==> config.mk <==
export PLATFORM = sky130hd
export DESIGN_NAME = smc_ctrl
export DESIGN_NICKNAME = d
export VERILOG_FILES = /design/src/design/smc_pkg.sv /design/src/design/smc_gap_timer.sv /design/src/design/smc_ctrl.sv
export VERILOG_INCLUDE_DIRS = /design/src /design/src/design
export SDC_FILE = /design/constraint.sdc
export NUM_CORES = 1
export LEC_CHECK = 0
export BUFFER_PORTS_ARGS = -buffer_cell sky130_fd_sc_hd__buf_2
export CAP_MARGIN = 20
export CORE_ASPECT_RATIO = 0.9
export CORE_UTILIZATION = 53
export DETAILED_ROUTE_END_ITERATION = 16
export GPL_ROUTABILITY_DRIVEN = 1
export MAX_ROUTING_LAYER = met4
export PLACE_DENSITY = 0.9
export SYNTH_ARGS = -nofsm -noshare
export SYNTH_HDL_FRONTEND = slang
export SYNTH_HIERARCHICAL = 1
export SYNTH_SLANG_ARGS = --single-unit
==> constraint.sdc <==
create_clock -name i_clk_sys -period 3.9 [get_ports i_clk_sys]
set_input_delay 0.585 -clock i_clk_sys [delete_from_list [all_inputs] [get_ports i_clk_sys]]
set_output_delay 0.585 -clock i_clk_sys [all_outputs]
set_load 0.02 [all_outputs]
==> src/design/smc_params.svh <==
// timing constants for the sdram module command controller
`ifndef SMC_PARAMS_SVH
`define SMC_PARAMS_SVH
`define SMC_CLK_PERIOD_PS 20000
`define SMC_POWERUP_WAIT_NS 100000
`define SMC_POWERUP_WAIT_CYC ((`SMC_POWERUP_WAIT_NS * 1000 + `SMC_CLK_PERIOD_PS - 1) / `SMC_CLK_PERIOD_PS)
`define SMC_COLUMN_TO_COLUMN_GAP 1
`define SMC_WRITE_TO_ACTIVATE_GAP 5
`define SMC_LAST_WRITE_TO_PRECHARGE_GAP 2
`define SMC_LAST_WRITE_TO_STOP_GAP 1
`define SMC_LAST_WRITE_TO_COLUMN_GAP 1
`define SMC_MODE_LOAD_GAP 3
`define SMC_SELF_REFRESH_EXIT_GAP_NS 80
`define SMC_SELF_REFRESH_EXIT_CYC ((`SMC_SELF_REFRESH_EXIT_GAP_NS * 1000 + `SMC_CLK_PERIOD_PS - 1) / `SMC_CLK_PERIOD_PS)
`define SMC_SELF_REFRESH_MIN_TOGGLES 2
`define SMC_WAKE_REFRESHES 2
`define SMC_GAP_W 4
`define SMC_AUTO_PRE_BIT 10
`endif

==> src/design/smc_pkg.sv <==
// types for the sdram module command controller
`default_nettype none
package smc_pkg;
   typedef enum logic [2:0] {
      SMC_CMD_NOP,
      SMC_CMD_ACTIVE,
      SMC_CMD_READ,
      SMC_CMD_WRITE,
      SMC_CMD_PRECHARGE,
      SMC_CMD_REFRESH,
      SMC_CMD_STOP,
      SMC_CMD_MODE
   } smc_cmd_t;
   // {cs_n, ras_n, cas_n, we_n}
   function automatic logic [3:0] smc_encode(input smc_cmd_t c);
      unique case (c)
         SMC_CMD_NOP:       smc_encode = 4'h7;
         SMC_CMD_ACTIVE:    smc_encode = 4'h3;
         SMC_CMD_READ:      smc_encode = 4'h5;
         SMC_CMD_WRITE:     smc_encode = 4'h4;
         SMC_CMD_PRECHARGE: smc_encode = 4'h2;
         SMC_CMD_REFRESH:   smc_encode = 4'h1;
         SMC_CMD_STOP:      smc_encode = 4'h6;
         SMC_CMD_MODE:      smc_encode = 4'h0;
      endcase
   endfunction
endpackage
`default_nettype wire

==> src/design/smc_gap_timer.sv <==
// down counter that holds off one class of command
`timescale 1ns/1ps
`default_nettype none
module smc_gap_timer #(
   parameter int W = 4
) (
   input wire logic i_clk_sys, // system clock
   input wire logic i_reset, // sync reset, high
   input wire logic i_load, // start the gap
   input wire logic [W-1:0] i_count, // cycles to hold off
   output logic o_busy // gap still running
);
   logic [W-1:0] cnt_q;
   always_ff @(posedge i_clk_sys) begin
      if (i_reset) begin
         cnt_q <= '0;
      end else if (i_load) begin
         cnt_q <= i_count;
      end else if (cnt_q != '0) begin
         cnt_q <= cnt_q - 1'b1;
      end
   end
   assign o_busy = (cnt_q != '0);
endmodule // smc_gap_timer
`default_nettype wire

==> src/design/smc_ctrl.sv <==
// host-side sdram module command sequencer with gap enforcement
//
// Summary of operation
// - column commands may issue every cycle
// - first write data with write command
// - wait after auto-precharge write before activate
// - precharge two cycles after last write data
// - burst stop one cycle after write data
// - new column command one cycle after write
// - three cycles after mode load
// - power-up pause then two refreshes
// - repeat wake refreshes after refresh lapse
// - clock toggles through self refresh exit
// - clock held constant, gate for slowing
// - wait exit gap before activate
`timescale 1ns/1ps
`default_nettype none
`include "smc_params.svh"
module smc_ctrl import smc_pkg::*; #(
   parameter int DW = 64,
   parameter int MW = 8,
   parameter int AW = 13,
   parameter int BW = 2,
   parameter int POWERUP_CYC = `SMC_POWERUP_WAIT_CYC
) (
   input wire logic i_clk_sys, // system clock
   input wire logic i_reset, // sync reset, high
   input wire smc_cmd_t i_cmd, // requested command
   input wire logic [BW-1:0] i_bank, // bank
   input wire logic [AW-1:0] i_addr, // row/column/mode
   input wire logic i_auto_pre, // auto precharge on column cmd
   input wire logic [DW-1:0] i_wdata, // write data with write cmd
   input wire logic [MW-1:0] i_mask, // byte mask, same cycle
   input wire logic i_self_refresh, // hold self refresh
   input wire logic i_refresh_lapsed, // refresh period exceeded
   input wire logic [DW-1:0] i_dq, // data pins in
   output logic o_cmd_ready, // command taken this cycle
   output logic o_init_done, // wake sequence done
   output logic [3:0] o_cmd_n, // cs_n ras_n cas_n we_n
   output logic o_cke, // clock gate
   output logic [BW-1:0] o_ba, // bank pins
   output logic [AW-1:0] o_a, // address pins
   output logic [MW-1:0] o_dqm, // byte mask pins
   output logic [DW-1:0] o_dq, // data pins out
   output logic o_dq_oe, // data pin drive enable
   output logic [DW-1:0] o_rdata // captured read data
);
   typedef enum logic [2:0] {
      SMC_ST_PAUSE, SMC_ST_WAKE, SMC_ST_RUN, SMC_ST_SELF, SMC_ST_EXIT
   } smc_state_t;

   localparam int PW = $clog2(POWERUP_CYC + 1);
   localparam logic [`SMC_GAP_W-1:0] GAP_ACT = `SMC_GAP_W'(`SMC_WRITE_TO_ACTIVATE_GAP);
   localparam logic [`SMC_GAP_W-1:0] GAP_PRE = `SMC_GAP_W'(`SMC_LAST_WRITE_TO_PRECHARGE_GAP);
   localparam logic [`SMC_GAP_W-1:0] GAP_MODE = `SMC_GAP_W'(`SMC_MODE_LOAD_GAP);
   localparam logic [`SMC_GAP_W-1:0] GAP_SELF = `SMC_GAP_W'(`SMC_SELF_REFRESH_EXIT_CYC);

   smc_state_t state_q;
   logic [PW-1:0] wait_q;
   logic [1:0] wake_q;
   logic [DW-1:0] dq_s1_q, dq_s2_q;
   logic act_busy, pre_busy, mode_busy;
   logic take;
   logic is_write, is_col;

   // ------------------------------------------------------------
   // gap timers
   // ------------------------------------------------------------
   assign is_write = take && (i_cmd == SMC_CMD_WRITE);
   assign is_col = take && (i_cmd == SMC_CMD_READ || i_cmd == SMC_CMD_WRITE);

   smc_gap_timer #(.W(`SMC_GAP_W)) u_act_gap (
      .i_clk_sys(i_clk_sys),
      .i_reset(i_reset),
      .i_load((is_write && i_auto_pre) || (take && i_cmd == SMC_CMD_MODE)
              || (state_q == SMC_ST_SELF && !i_self_refresh)),
      .i_count((take && i_cmd == SMC_CMD_MODE) ? GAP_MODE :
               (state_q == SMC_ST_SELF) ? GAP_SELF : GAP_ACT),
      .o_busy(act_busy)
   );
   smc_gap_timer #(.W(`SMC_GAP_W)) u_pre_gap (
      .i_clk_sys(i_clk_sys),
      .i_reset(i_reset),
      .i_load(is_write),
      .i_count(GAP_PRE),
      .o_busy(pre_busy)
   );
   // stop and new column command after single-word write need one cycle,
   // which the one-command-per-cycle issue already gives
   assign mode_busy = 1'b0;

   // ------------------------------------------------------------
   // command acceptance
   // ------------------------------------------------------------
   always_comb begin
      take = 1'b0;
      if (state_q == SMC_ST_RUN && !i_self_refresh && !i_refresh_lapsed) begin
         unique case (i_cmd)
            SMC_CMD_ACTIVE, SMC_CMD_REFRESH: take = !act_busy;
            SMC_CMD_PRECHARGE: take = !pre_busy;
            SMC_CMD_STOP: take = !mode_busy;
            SMC_CMD_READ, SMC_CMD_WRITE: take = 1'b1;
            SMC_CMD_MODE: take = !act_busy;
            SMC_CMD_NOP: take = 1'b0;
         endcase
      end
   end
   assign o_cmd_ready = take;
   assign o_init_done = (state_q == SMC_ST_RUN);

   // ------------------------------------------------------------
   // wake and self refresh sequencing
   // ------------------------------------------------------------
   always_ff @(posedge i_clk_sys) begin
      if (i_reset) begin
         state_q <= SMC_ST_PAUSE;
         wait_q <= '0;
         wake_q <= '0;
      end else begin
         unique case (state_q)
            SMC_ST_PAUSE: begin
               if (wait_q == PW'(POWERUP_CYC - 1)) begin
                  state_q <= SMC_ST_WAKE;
                  wake_q <= '0;
                  wait_q <= '0;
               end else begin
                  wait_q <= wait_q + 1'b1;
               end
            end
            SMC_ST_WAKE: begin
               if (!act_busy) begin
                  if (wake_q == 2'(`SMC_WAKE_REFRESHES - 1)) begin
                     state_q <= SMC_ST_RUN;
                  end
                  wake_q <= wake_q + 1'b1;
               end
            end
            SMC_ST_RUN: begin
               if (i_refresh_lapsed) begin
                  state_q <= SMC_ST_WAKE;
                  wake_q <= '0;
               end else if (i_self_refresh && !act_busy && !pre_busy) begin
                  state_q <= SMC_ST_SELF;
               end
            end
            SMC_ST_SELF: begin
               if (!i_self_refresh) begin
                  state_q <= SMC_ST_EXIT;
               end
            end
            SMC_ST_EXIT: begin
               if (!act_busy) begin
                  state_q <= SMC_ST_RUN;
               end
            end
         endcase
      end
   end

   // ------------------------------------------------------------
   // pin drive, all registered on the rising edge
   // ------------------------------------------------------------
   always_ff @(posedge i_clk_sys) begin
      if (i_reset) begin
         o_cmd_n <= smc_encode(SMC_CMD_NOP);
         o_ba <= '0;
         o_a <= '0;
      end else if (take) begin
         o_cmd_n <= smc_encode(i_cmd);
         o_ba <= i_bank;
         o_a <= i_addr;
         if (is_col) begin
            o_a[`SMC_AUTO_PRE_BIT] <= i_auto_pre;
         end
      end else if (state_q == SMC_ST_WAKE && !act_busy) begin
         o_cmd_n <= smc_encode(SMC_CMD_REFRESH);
      end else if (state_q == SMC_ST_RUN && i_self_refresh && !act_busy && !pre_busy) begin
         o_cmd_n <= smc_encode(SMC_CMD_REFRESH);
      end else begin
         o_cmd_n <= smc_encode(SMC_CMD_NOP);
      end
   end

   // clock stays running; only the gate drops for self refresh
   always_ff @(posedge i_clk_sys) begin
      if (i_reset) begin
         o_cke <= 1'b1;
      end else if (state_q == SMC_ST_RUN && i_self_refresh && !act_busy && !pre_busy) begin
         o_cke <= 1'b0;
      end else if (state_q == SMC_ST_SELF && !i_self_refresh) begin
         o_cke <= 1'b1;
      end
   end

   always_ff @(posedge i_clk_sys) begin
      if (i_reset) begin
         o_dq <= '0;
         o_dq_oe <= 1'b0;
         o_dqm <= '0;
      end else begin
         o_dq <= i_wdata;
         o_dq_oe <= is_write;
         o_dqm <= i_mask;
      end
   end

   // device float timings need no host action beyond the gaps
   always_ff @(posedge i_clk_sys) begin
      if (i_reset) begin
         dq_s1_q <= '0;
         dq_s2_q <= '0;
         o_rdata <= '0;
      end else begin
         dq_s1_q <= i_dq;
         dq_s2_q <= dq_s1_q;
         o_rdata <= dq_s2_q;
      end
   end

   // ------------------------------------------------------------
   // checks
   // ------------------------------------------------------------
   AST_WRITE_DATA_WITH_CMD: assert property (@(posedge i_clk_sys) disable iff (i_reset)
      is_write |=> (o_dq_oe && o_cmd_n == smc_encode(SMC_CMD_WRITE) && o_dq == $past(i_wdata)))
      else $error("write data not with write command");
   AST_PRE_AFTER_WRITE: assert property (@(posedge i_clk_sys) disable iff (i_reset)
      is_write |=> !(take && i_cmd == SMC_CMD_PRECHARGE))
      else $error("precharge too soon after write");
   AST_ACT_AFTER_AP_WRITE: assert property (@(posedge i_clk_sys) disable iff (i_reset)
      (is_write && i_auto_pre) |=> !(take && i_cmd == SMC_CMD_ACTIVE) [*4])
      else $error("activate too soon after auto precharge write");
   AST_MODE_GAP: assert property (@(posedge i_clk_sys) disable iff (i_reset)
      (take && i_cmd == SMC_CMD_MODE) |=> !(take && i_cmd == SMC_CMD_ACTIVE) [*2])
      else $error("activate too soon after mode load");
   AST_COL_BACK_TO_BACK: assert property (@(posedge i_clk_sys) disable iff (i_reset)
      (state_q == SMC_ST_RUN && !i_self_refresh && !i_refresh_lapsed
       && i_cmd == SMC_CMD_READ) |-> take)
      else $error("column command refused");
   AST_GATE_LOW_IN_SELF: assert property (@(posedge i_clk_sys) disable iff (i_reset)
      (state_q == SMC_ST_SELF) |-> !o_cke)
      else $error("clock gate high in self refresh");
   AST_NO_CMD_IN_PAUSE: assert property (@(posedge i_clk_sys) disable iff (i_reset)
      (state_q == SMC_ST_PAUSE) |-> !take)
      else $error("command during power-up pause");
   AST_MASK_SAME_CYCLE: assert property (@(posedge i_clk_sys) disable iff (i_reset)
      1'b1 |=> (o_dqm == $past(i_mask)))
      else $error("mask not aligned with data");
endmodule // smc_ctrl
`default_nettype wire

==> flow_summary.ini, run 1 <==
[cts]
cts.repair.resized = 0
cts_buffers = 29
clock_sinks = 310
postCtsSetupBuffers = 0
clock_path_buffers = 3
htreeDepth = 1
path_clk_slew_ns = 0.06
insertion_delay_ns = 0.53
cts_hold_buf = 0
cts_tree = built
clock_tree.root_cell = clkbuf_16

[finish]
final_nets = 1311
multiInputGateArea_mm2 = 0.00298
final_cell_area_mm2 = 0.0122
area_growth_pct = 29.8
regArea_mm2 = 0.00621
layout-drive-gt1-share_pct = 33.4
fill_cells = 1238

[drt]
first_iter_violations = 235
dr.pass1.iters = 4
wl_per_cell_um = 14.2
vias = 6517
antenna_left = 0
finalWirelength_um = 19900
drc = 0
vias_per_cell = 4.64

[global_route]
antenna_found_initial = 1
overflow = 0
grt_max_degree = 196
grt_util_all_layers_pct = 21.7
grt_pass1_wl_um = 30300
grt_pass1_vias = 6218

[critical_path]
endpoint_kind = output pin
crit_fanout = 19
cp_data_required_time_ns = 3.31
cp.arrival_ns = 2.91
cp-start-kind = register
worstSetupPathType = register to output pin
rr_worst_depth = 11

[synthesis]
yosysTopAreaCell = dfxtp_1
yosysWarnings = 6
yosys-top-cells-area = dfxtp_1 66%, nor2b_1 18%, nand2_1 1.8%, clkbuf_1 1.3%, a21oi_1 1.2%
ys_ff_latch = 310
synth_cells = 834
synthFlopType = dfxtp_1
synth_top_area_share_pct = 65.9
synth-seq-area-share_pct = 65.9
syn-cell-area_mm2 = 0.00942
synth_cell_types = 58
synthArstFlopShare_pct = 0
syn_avg_cell_area_um2 = 11.3
yosysMostFrequentCell = dfxtp_1
synth_edf_count = 0
yosys-top-cells-count = 310 x dfxtp_1, 269 x nor2b_1, 46 x nand2_1

[floorplanning]
rows = 45
initial_core_util_pct = 55.0
die_width_um = 143
pin_count = 318
core_area_mm2 = 0.0171
die_h_um = 128
dieArea_mm2 = 0.0183

[worst_hold_path]
hold_path_class = input pin to register
hold_depth = 2

[timing]
finalCritPeriodShare_pct = 89.7
tns_ns = 0
skew_ns = 0.00629
fmax_mhz = 286
period_minus_slack_ns = 3.50
worst-slew-pin-transition_ns = 0.810
finalSetupViolCount = 0
rsz0062_at_grt = no
slew_headroom_pct = 45.9
hold_violations = 0
finalMaxSlewViolations = 0

[power_and_ir_drop]
total_power_mw = 7.45
irDropWorstVdd_mv = 0.399
p_leak_nw = 5.54
powerDensity_mw_per_mm2 = 609

[outcome]
status = complete, no violations

[placed_design]
placed_area_mm2 = 0.0112
port_buffers = 316
place_hpwl_um = 14000
place_congestion = 0.887

[run]
maxCapViolations = 0
[cell usage in the layout (no fill, tap or decap), types with 8 or more instances in the layout]
cell and instances:
nand3_1 8, clkbuf_8 9, inv_1 13, nor2b_1 269, a21oi_1 23, nand2_1 46, buf_2 315, nor2_1 22
clkbuf_16 29, dfxtp_1 310
[layer usage]
| metal | share of wire [%] | global-route usage (%) |
|---|---|---|
| met1 | 41 | 24.4 |
| met2 | 49 | 37.6 |
| met3 | 6.9 | 5.36 |
| met4 | 2.9 | 7.59 |
| met5 | 0 | - |
[worst max-delay path, stage by stage, from the launching register on]
cell and delay (ns):
dfxtp_1 0.32, inv_1 0.11, ha_1 0.15, nor3b_1 0.52, inv_1 0.15, nor3b_1 0.35, o311ai_4 0.29, inv_4 0.28
buf_2 0.21
[metrics by stage]
stage                     setup slack, ns  utilization [%]  std cells  hold slack (ns)
final                               0.401             71.4       1405            0.261
after floorplan                      1.41                -        838            0.414
after detailed placement            0.802             65.2       1350            0.420
after CTS                           0.367             71.4       1404            0.241
after global placement              0.977             65.2       1349            0.416
after global routing                0.170             71.4       1405            0.243
[state kept, by name, indices dropped and copies added (netlist names), 4 cells and up]
register         count
o_a                 13
u_pre_gap/cnt_q      4
o_rdata             64
o_dq                64
dq_s2_q             64
wait_q              13
o_dqm                8
u_act_gap/cnt_q      4
dq_s1_q             64
[final timing paths]
| kind | start | to | slack [ns] |
|---|---|---|---|
| setup / recovery | u_pre_gap/cnt_q[0]$_SDFFE_PP0P_ | o_cmd_ready | 0.40 |
| hold / removal | i_dq[29] | dq_s1_q[29]$_SDFF_PP0_ | 0.26 |
| setup reg to reg | u_pre_gap/cnt_q[0]$_SDFFE_PP0P_ | u_act_gap/cnt_q[1]$_SDFFE_PP0P_ | 0.79 |
| hold reg to reg | dq_s1_q[55]$_SDFF_PP0_ | dq_s2_q[55]$_SDFF_PP0_ | 0.43 |
[final cells by class]
cell class	instances	area share, %
Multi-Input combinational cell	472	24.4
Clock inverter	12	1.62
Tap cell	235	2.40
Clock buffer	42	7.07
Sequential cell	310	50.8
Inverter	14	0.450
Timing Repair Buffer	319	13.3
Antenna cell	1	0.0205
[report_power, final]
group          total [mW]  internal [mW]  leakage [nW]  switching (mW)
Sequential           3.46           3.36          2.55           0.105
Combinational       0.971          0.431          2.47           0.540
Clock                3.01           1.87         0.519            1.14
Total                7.45           5.66          5.54            1.79
[cell families (layout without fill, tap and decap cells)]
kind of cell,after synthesis,in the layout,synth area share [%]
buffers and inverters,56,387,2.63
other,2,7,0.0797
XOR/XNOR,12,12,1.12
adder cells (fa/ha/maj),6,6,0.797
multiplexers,3,3,0.345
flip-flops,310,310,65.9
AO/OA/AOI/OAI,63,63,4.86
AND/OR/NAND/NOR,382,382,24.3
Note: power is estimated with default switching activity, not from simulation.
==> run 2: changes to the inputs <==
- RECOVER_POWER: not set -> 50
- SKIP_LAST_GASP: not set -> 1
==> flow_summary.ini, run 2 (synthesized netlist as in run 1, its figures left out) <==
[cts]
postCtsSetupBuffers = 0
htreeDepth = 1
cts_buffers = 29
insertion_delay_ns = 0.53
clock_tree.root_cell = clkbuf_16
cts_tree = built
clock_path_buffers = 3
cts.repair.resized = 0
path_clk_slew_ns = 0.06
clock_sinks = 310
cts_hold_buf = 0

[critical_path]
rr_worst_depth = 11
crit_path_end = o_cmd_ready
regToRegSetupSlack_ns = 0.69
cp.arrival_ns = 2.91
cp-start-kind = register
worstSetupPathType = register to output pin
crit_path_start = u_pre_gap/cnt_q[0]$_SDFFE_PP0P_
crit_fanout = 19
cp_cell_sequence = inv_1 -> ha_1 -> nor3b_1 -> inv_1 -> nor3b_1 -> o311ai_4 -> inv_4 -> buf_2
r2r-end = u_act_gap/cnt_q[1]$_SDFFE_PP0P_
critPathMaxStageDelay_ns = 0.52
endpoint_kind = output pin
reg2reg_from = u_pre_gap/cnt_q[0]$_SDFFE_PP0P_
worst_path_max_delay_cell = nor3b_1
cp_data_required_time_ns = 3.31

[power_and_ir_drop]
pwr-share-seq_pct = 46.5
swShare_pct = 24.0
powerDensity_mw_per_mm2 = 610
pwr-share-clk_pct = 40.5
total_power_mw = 7.44
pwr-share-comb_pct = 13.0
p_leak_nw = 5.53
irDropWorstVdd_mv = 0.399
power.switching_mw = 1.79
power.internal_mw = 5.66

[floorplanning]
die_h_um = 128
die_width_um = 143
dieArea_mm2 = 0.0183
initial_core_util_pct = 55.0
core_area_mm2 = 0.0171
pin_count = 318
rows = 45

[drt]
finalWirelength_um = 19900
dr.pass1.iters = 4
first_iter_violations = 234
antenna_left = 0
wl_per_cell_um = 14.2
vias_per_cell = 4.62
drc = 0
vias = 6496

[timing]
rsz0062_at_grt = no
tns_ns = 0
finalMaxSlewViolations = 55
slew_headroom_pct = -55.2
fmax_mhz = 286
skew_ns = 0.00625
worst-slew-pin-transition_ns = 2.33
hold_violations = 0
finalCritPeriodShare_pct = 89.6
period_minus_slack_ns = 3.49
finalSetupViolCount = 0

[run]
maxCapViolations = 1

[global_route]
grt_pass1_wl_um = 30300
grt_util_all_layers_pct = 21.7
overflow = 0
antenna_found_initial = 1
grt_max_degree = 196
grt_pass1_vias = 6218

[placed_design]
port_buffers = 316
place_hpwl_um = 14000
place_congestion = 0.887

[finish]
multiInputGateArea_mm2 = 0.00298
fill_cells = 1241
final_nets = 1311
final_cell_mix = 315 x buf_2, 310 x dfxtp_1, 269 x nor2b_1, 46 x nand2_1, 29 x clkbuf_16
regArea_mm2 = 0.00621
area_growth_pct = 29.6
layout-drive-gt1-share_pct = 33.3
final_common_cell = buf_2

[outcome]
violations = capacitance limit, slew limit
status = finished with violations

[worst_hold_path]
hold_path_class = input pin to register
## run 2: critical path: cells and delay by family, from the launching register on
family | cells | cell delay [ns]
and+or+nand+nor | 2 | 0.87
AOI/OAI and AO/OA | 1 | 0.30
DFF | 1 | 0.32
adders and majority gates | 1 | 0.15
buffers and inverters | 4 | 0.75
## run 2: area by class of cell
cell class	count	area share [%]
sequential	310	50.8
multi-input combinational	472	24.4
clock inverter	12	1.62
timing repair buffer	319	13.1
inverter	14	0.451
tap	235	2.41
antenna	1	0.0205
clock buffer	42	7.08
## run 2: how the worst min path moves through the flow
| stage | startpoint | endpoint | cells past startpoint |
|---|---|---|---|
| 2_1_floorplan | dq_s1_q[0]$_SDFF_PP0_ | dq_s2_q[0]$_SDFF_PP0_ | 1 |
| 3_3_place_gp | dq_s2_q[31]$_SDFF_PP0_ | o_rdata[31]$_SDFF_PP0_ | 1 |
| 3_5_place_dp | dq_s2_q[18]$_SDFF_PP0_ | o_rdata[18]$_SDFF_PP0_ | 1 |
| 4_1_cts | i_dq[43] | dq_s1_q[43]$_SDFF_PP0_ | 2 |
| 5_1_grt | i_dq[11] | dq_s1_q[11]$_SDFF_PP0_ | 2 |
| 6_report | i_dq[29] | dq_s1_q[29]$_SDFF_PP0_ | 2 |
## run 2: power by group through the flow
stage	registers [mW]	logic (mW)	clock network [mW]
2_1_floorplan	3.57	0.633	0
3_3_place_gp	3.52	0.916	0
3_5_place_dp	3.53	0.951	0
4_1_cts	3.46	0.971	3.07
5_1_grt	3.48	1.06	3.22
6_report	3.46	0.970	3.01
## run 2: metrics by stage
step | std cells | cell area, um^2 | hold WS [ns] | utilization [%] | worst slack [ns]
2_1_floorplan | 838 | 9440 | 0.414 | - | 1.41
3_3_place_gp | 1349 | 11200 | 0.416 | 65.2 | 0.977
3_5_place_dp | 1350 | 11200 | 0.420 | 65.2 | 0.802
4_1_cts | 1404 | 12200 | 0.241 | 71.4 | 0.367
5_1_grt | 1405 | 12200 | 0.243 | 71.3 | 0.170
6_report | 1405 | 12200 | 0.262 | 71.3 | 0.406
## run 2: metal layers
layer / part of all wire [%] / track usage (%) / up-vias
met4: 2.9 / 7.59 / 0
met1: 41 / 24.4 / 2946
met3: 7.0 / 5.36 / 45
met2: 49 / 37.6 / 247
li1: - / - / 3258
met5: 0 / - / -
==> run 3: changes to the inputs <==
- SYNTH_HIERARCHICAL: 1 -> not set
==> flow_summary.ini, run 3 <==
[outcome]
status = finished with violations
violations = capacitance limit, slew limit

[synthesis]
synth_fa_ha_area_share_pct = 0.544
synth-seq-area-share_pct = 67.4
yosysMostFrequentCell = dfxtp_1
yosys.area_share.simple_pct = 24.6
synth_top_family_by_area = simple AND/OR/NAND/NOR gates
syn_avg_cell_area_um2 = 11.6
ys_ff_latch = 310
synthMuxAreaShare_pct = 2.07
synth.net_count = 957
synth_cells = 794
syn-cell-area_mm2 = 0.00920
synthArstFlopShare_pct = 0
synth_compound_area_share_pct = 2.09
yosysWarnings = 0
synth_top_area_share_pct = 67.4
synth_xor_area_share_pct = 1.24
synthFlopType = dfxtp_1
yosys-top-cells-count = 310 x dfxtp_1, 268 x nor2b_1, 37 x nor2_1
synth_cell_types = 48
yosys-top-cells-area = dfxtp_1 67%, nor2b_1 18%, mux2i_1 2.1%, nor2_1 1.5%, clkbuf_1 1.5%
yosysTopAreaCell = dfxtp_1
synth_edf_count = 0

[timing]
slew_headroom_pct = -13.0
worst-slew-pin-transition_ns = 1.70
period_minus_slack_ns = 3.00
setup_ws_ns = 0.899
finalSetupViolCount = 0
finalMaxSlewViolations = 46
fmax_mhz = 333
tns_ns = 0
skew_ns = 0.0103
hold_violations = 0
finalCritPeriodShare_pct = 76.9
rsz0062_at_grt = no

[drt]
vias_per_cell = 4.57
wl_per_cell_um = 13.3
antenna_left = 0
first_iter_violations = 183
vias = 6183
finalWirelength_um = 18000
drc = 0
dr.pass1.iters = 4

[finish]
final_cell_mix = 310 x dfxtp_1, 293 x buf_2, 268 x nor2b_1, 37 x nor2_1, 33 x clkbuf_1
final_common_cell = dfxtp_1
layout-drive-gt1-share_pct = 30.6
final_nets = 1264
area_growth_pct = 27.5
instances_no_fill = 1353
fill_cells = 1219
fin_util_pct = 69.3

[global_route]
grt_max_degree = 167
antenna_found_initial = 1
grt_pass1_wl_um = 27300
grt_util_all_layers_pct = 19.8
grt_pass1_vias = 5764
overflow = 0

[placed_design]
place_hpwl_um = 12400
dpl.cell_count = 1306
dp_slack_ns = 1.39
place_congestion = 0.826
port_buffers = 316

[worst_hold_path]
min_to = dq_s1_q[30]$_SDFF_PP0_
worstHoldStart = i_dq[30]
hold_depth = 2
hold_path_class = input pin to register

[power_and_ir_drop]
powerDensity_mw_per_mm2 = 541
swShare_pct = 22.4
pwr-share-comb_pct = 8.4
power.switching_mw = 1.43
pwr-share-clk_pct = 38.7
p_leak_nw = 5.29
power.internal_mw = 4.93
irDropWorstVdd_mv = 0.383
pwr-share-seq_pct = 52.9
total_power_mw = 6.35

[cts]
clock_tree.root_cell = clkbuf_16
htreeDepth = 1
clock_path_buffers = 3
clock_sinks = 310
postCtsSetupBuffers = 0
cts_tree = built
cts_hold_buf = 0
path_clk_slew_ns = 0.06
insertion_delay_ns = 0.54
cts.repair.resized = 0
cts_buffers = 28

[floorplanning]
die_width_um = 141
initial_core_util_pct = 54.3
die_h_um = 127
core_area_mm2 = 0.0169
rows = 45
pin_count = 318
dieArea_mm2 = 0.0179

[critical_path]
reg2reg_from = u_act_gap.cnt_q[0]$_SDFFE_PP0P_
cp_data_required_time_ns = 3.31
regToRegSetupSlack_ns = 1.64
rr_worst_depth = 7
cp-start-kind = register
endpoint_kind = output pin
r2r-end = u_act_gap.cnt_q[1]$_SDFFE_PP0P_
worstSetupPathType = register to output pin
crit_fanout = 22
cp.arrival_ns = 2.42

[run]
maxCapViolations = 1
[run 3: changes by cell type in the layout (fill, tap and decap cells not counted), sizes merged, moves of 11 or more]
| cell | delta |
|---|---|
| a21oi | -17 |
| buf | -22 |
| clkbuf | +20 |
| inv | -11 |
| mux2i | +18 |
| nand2 | -29 |
| nor2 | +15 |
[run 3: per-layer routing]
metal | track usage [%] | wire [um] | up-vias
li1 | - | - | 3112
met1 | 20.0 | 6730 | 2797
met2 | 35.6 | 9100 | 242
met3 | 6.90 | 1650 | 32
met4 | 6.71 | 471 | 0
met5 | - | 0 | -
[run 3: critical path, stage by stage (launching register included)]
cell,delay [ns]
dfxtp_1,0.32
inv_1,0.10
ha_1,0.23
nor3b_4,0.36
a221oi_2,0.13
and2b_4,0.50
buf_2,0.24
[run 3: final cells by class]
| cell class | instances | area [um^2] | share of cell area (%) |
|---|---|---|---|
| Sequential cell | 310 | 6210 | 52.9 |
| Tap cell | 235 | 294 | 2.51 |
| Inverter | 5 | 18.8 | 0.160 |
| Timing Repair Buffer | 319 | 1580 | 13.5 |
| Clock buffer | 40 | 776 | 6.61 |
| Antenna cell | 1 | 2.50 | 0.0213 |
| Clock inverter | 6 | 55.1 | 0.469 |
| Multi-Input combinational cell | 437 | 2810 | 23.9 |
[run 3: worst max-delay path by stage]
stage                        endpoint  slack [ns]                       startpoint  cells past startpoint
final                     o_cmd_ready        0.90  u_act_gap.cnt_q[0]$_SDFFE_PP0P_                      6
after global placement    o_cmd_ready        1.51                         i_cmd[0]                      5
after detailed placement  o_cmd_ready        1.39                         i_cmd[0]                      5
after floorplan           o_cmd_ready        1.75                         i_cmd[0]                      5
after CTS                 o_cmd_ready        0.88  u_act_gap.cnt_q[0]$_SDFFE_PP0P_                      6
after global routing      o_cmd_ready        0.80  u_act_gap.cnt_q[0]$_SDFFE_PP0P_                      6
[run 3: kinds of logic (layout without fill, tap and decap cells)]
kind of cell    count (synthesis)  in the layout
fa+ha+maj                       4              4
compound gates                 28             28
flops                         310            310
simple gates                  372            372
xor+xnor                       13             13
buf+inv                        47            370
other cells                     1              2
mux                            19             19
[run 3: metrics by stage]
step	area, um^2	hold WS (ns)
global placement	10900	0.415
floorplan	9200	0.414
global route	11700	0.239
CTS	11800	0.227
detailed placement	10900	0.420
finish	11700	0.246
[run 3: power groups by stage]
| stage | Combinational (mW) | Clock [mW] | Sequential [mW] |
|---|---|---|---|
| after global routing | 0.581 | 2.65 | 3.37 |
| final | 0.534 | 2.46 | 3.36 |
| after detailed placement | 0.534 | 0 | 3.43 |
| after global placement | 0.514 | 0 | 3.42 |
| after CTS | 0.539 | 2.52 | 3.36 |
| after floorplan | 0.273 | 0 | 3.49 |
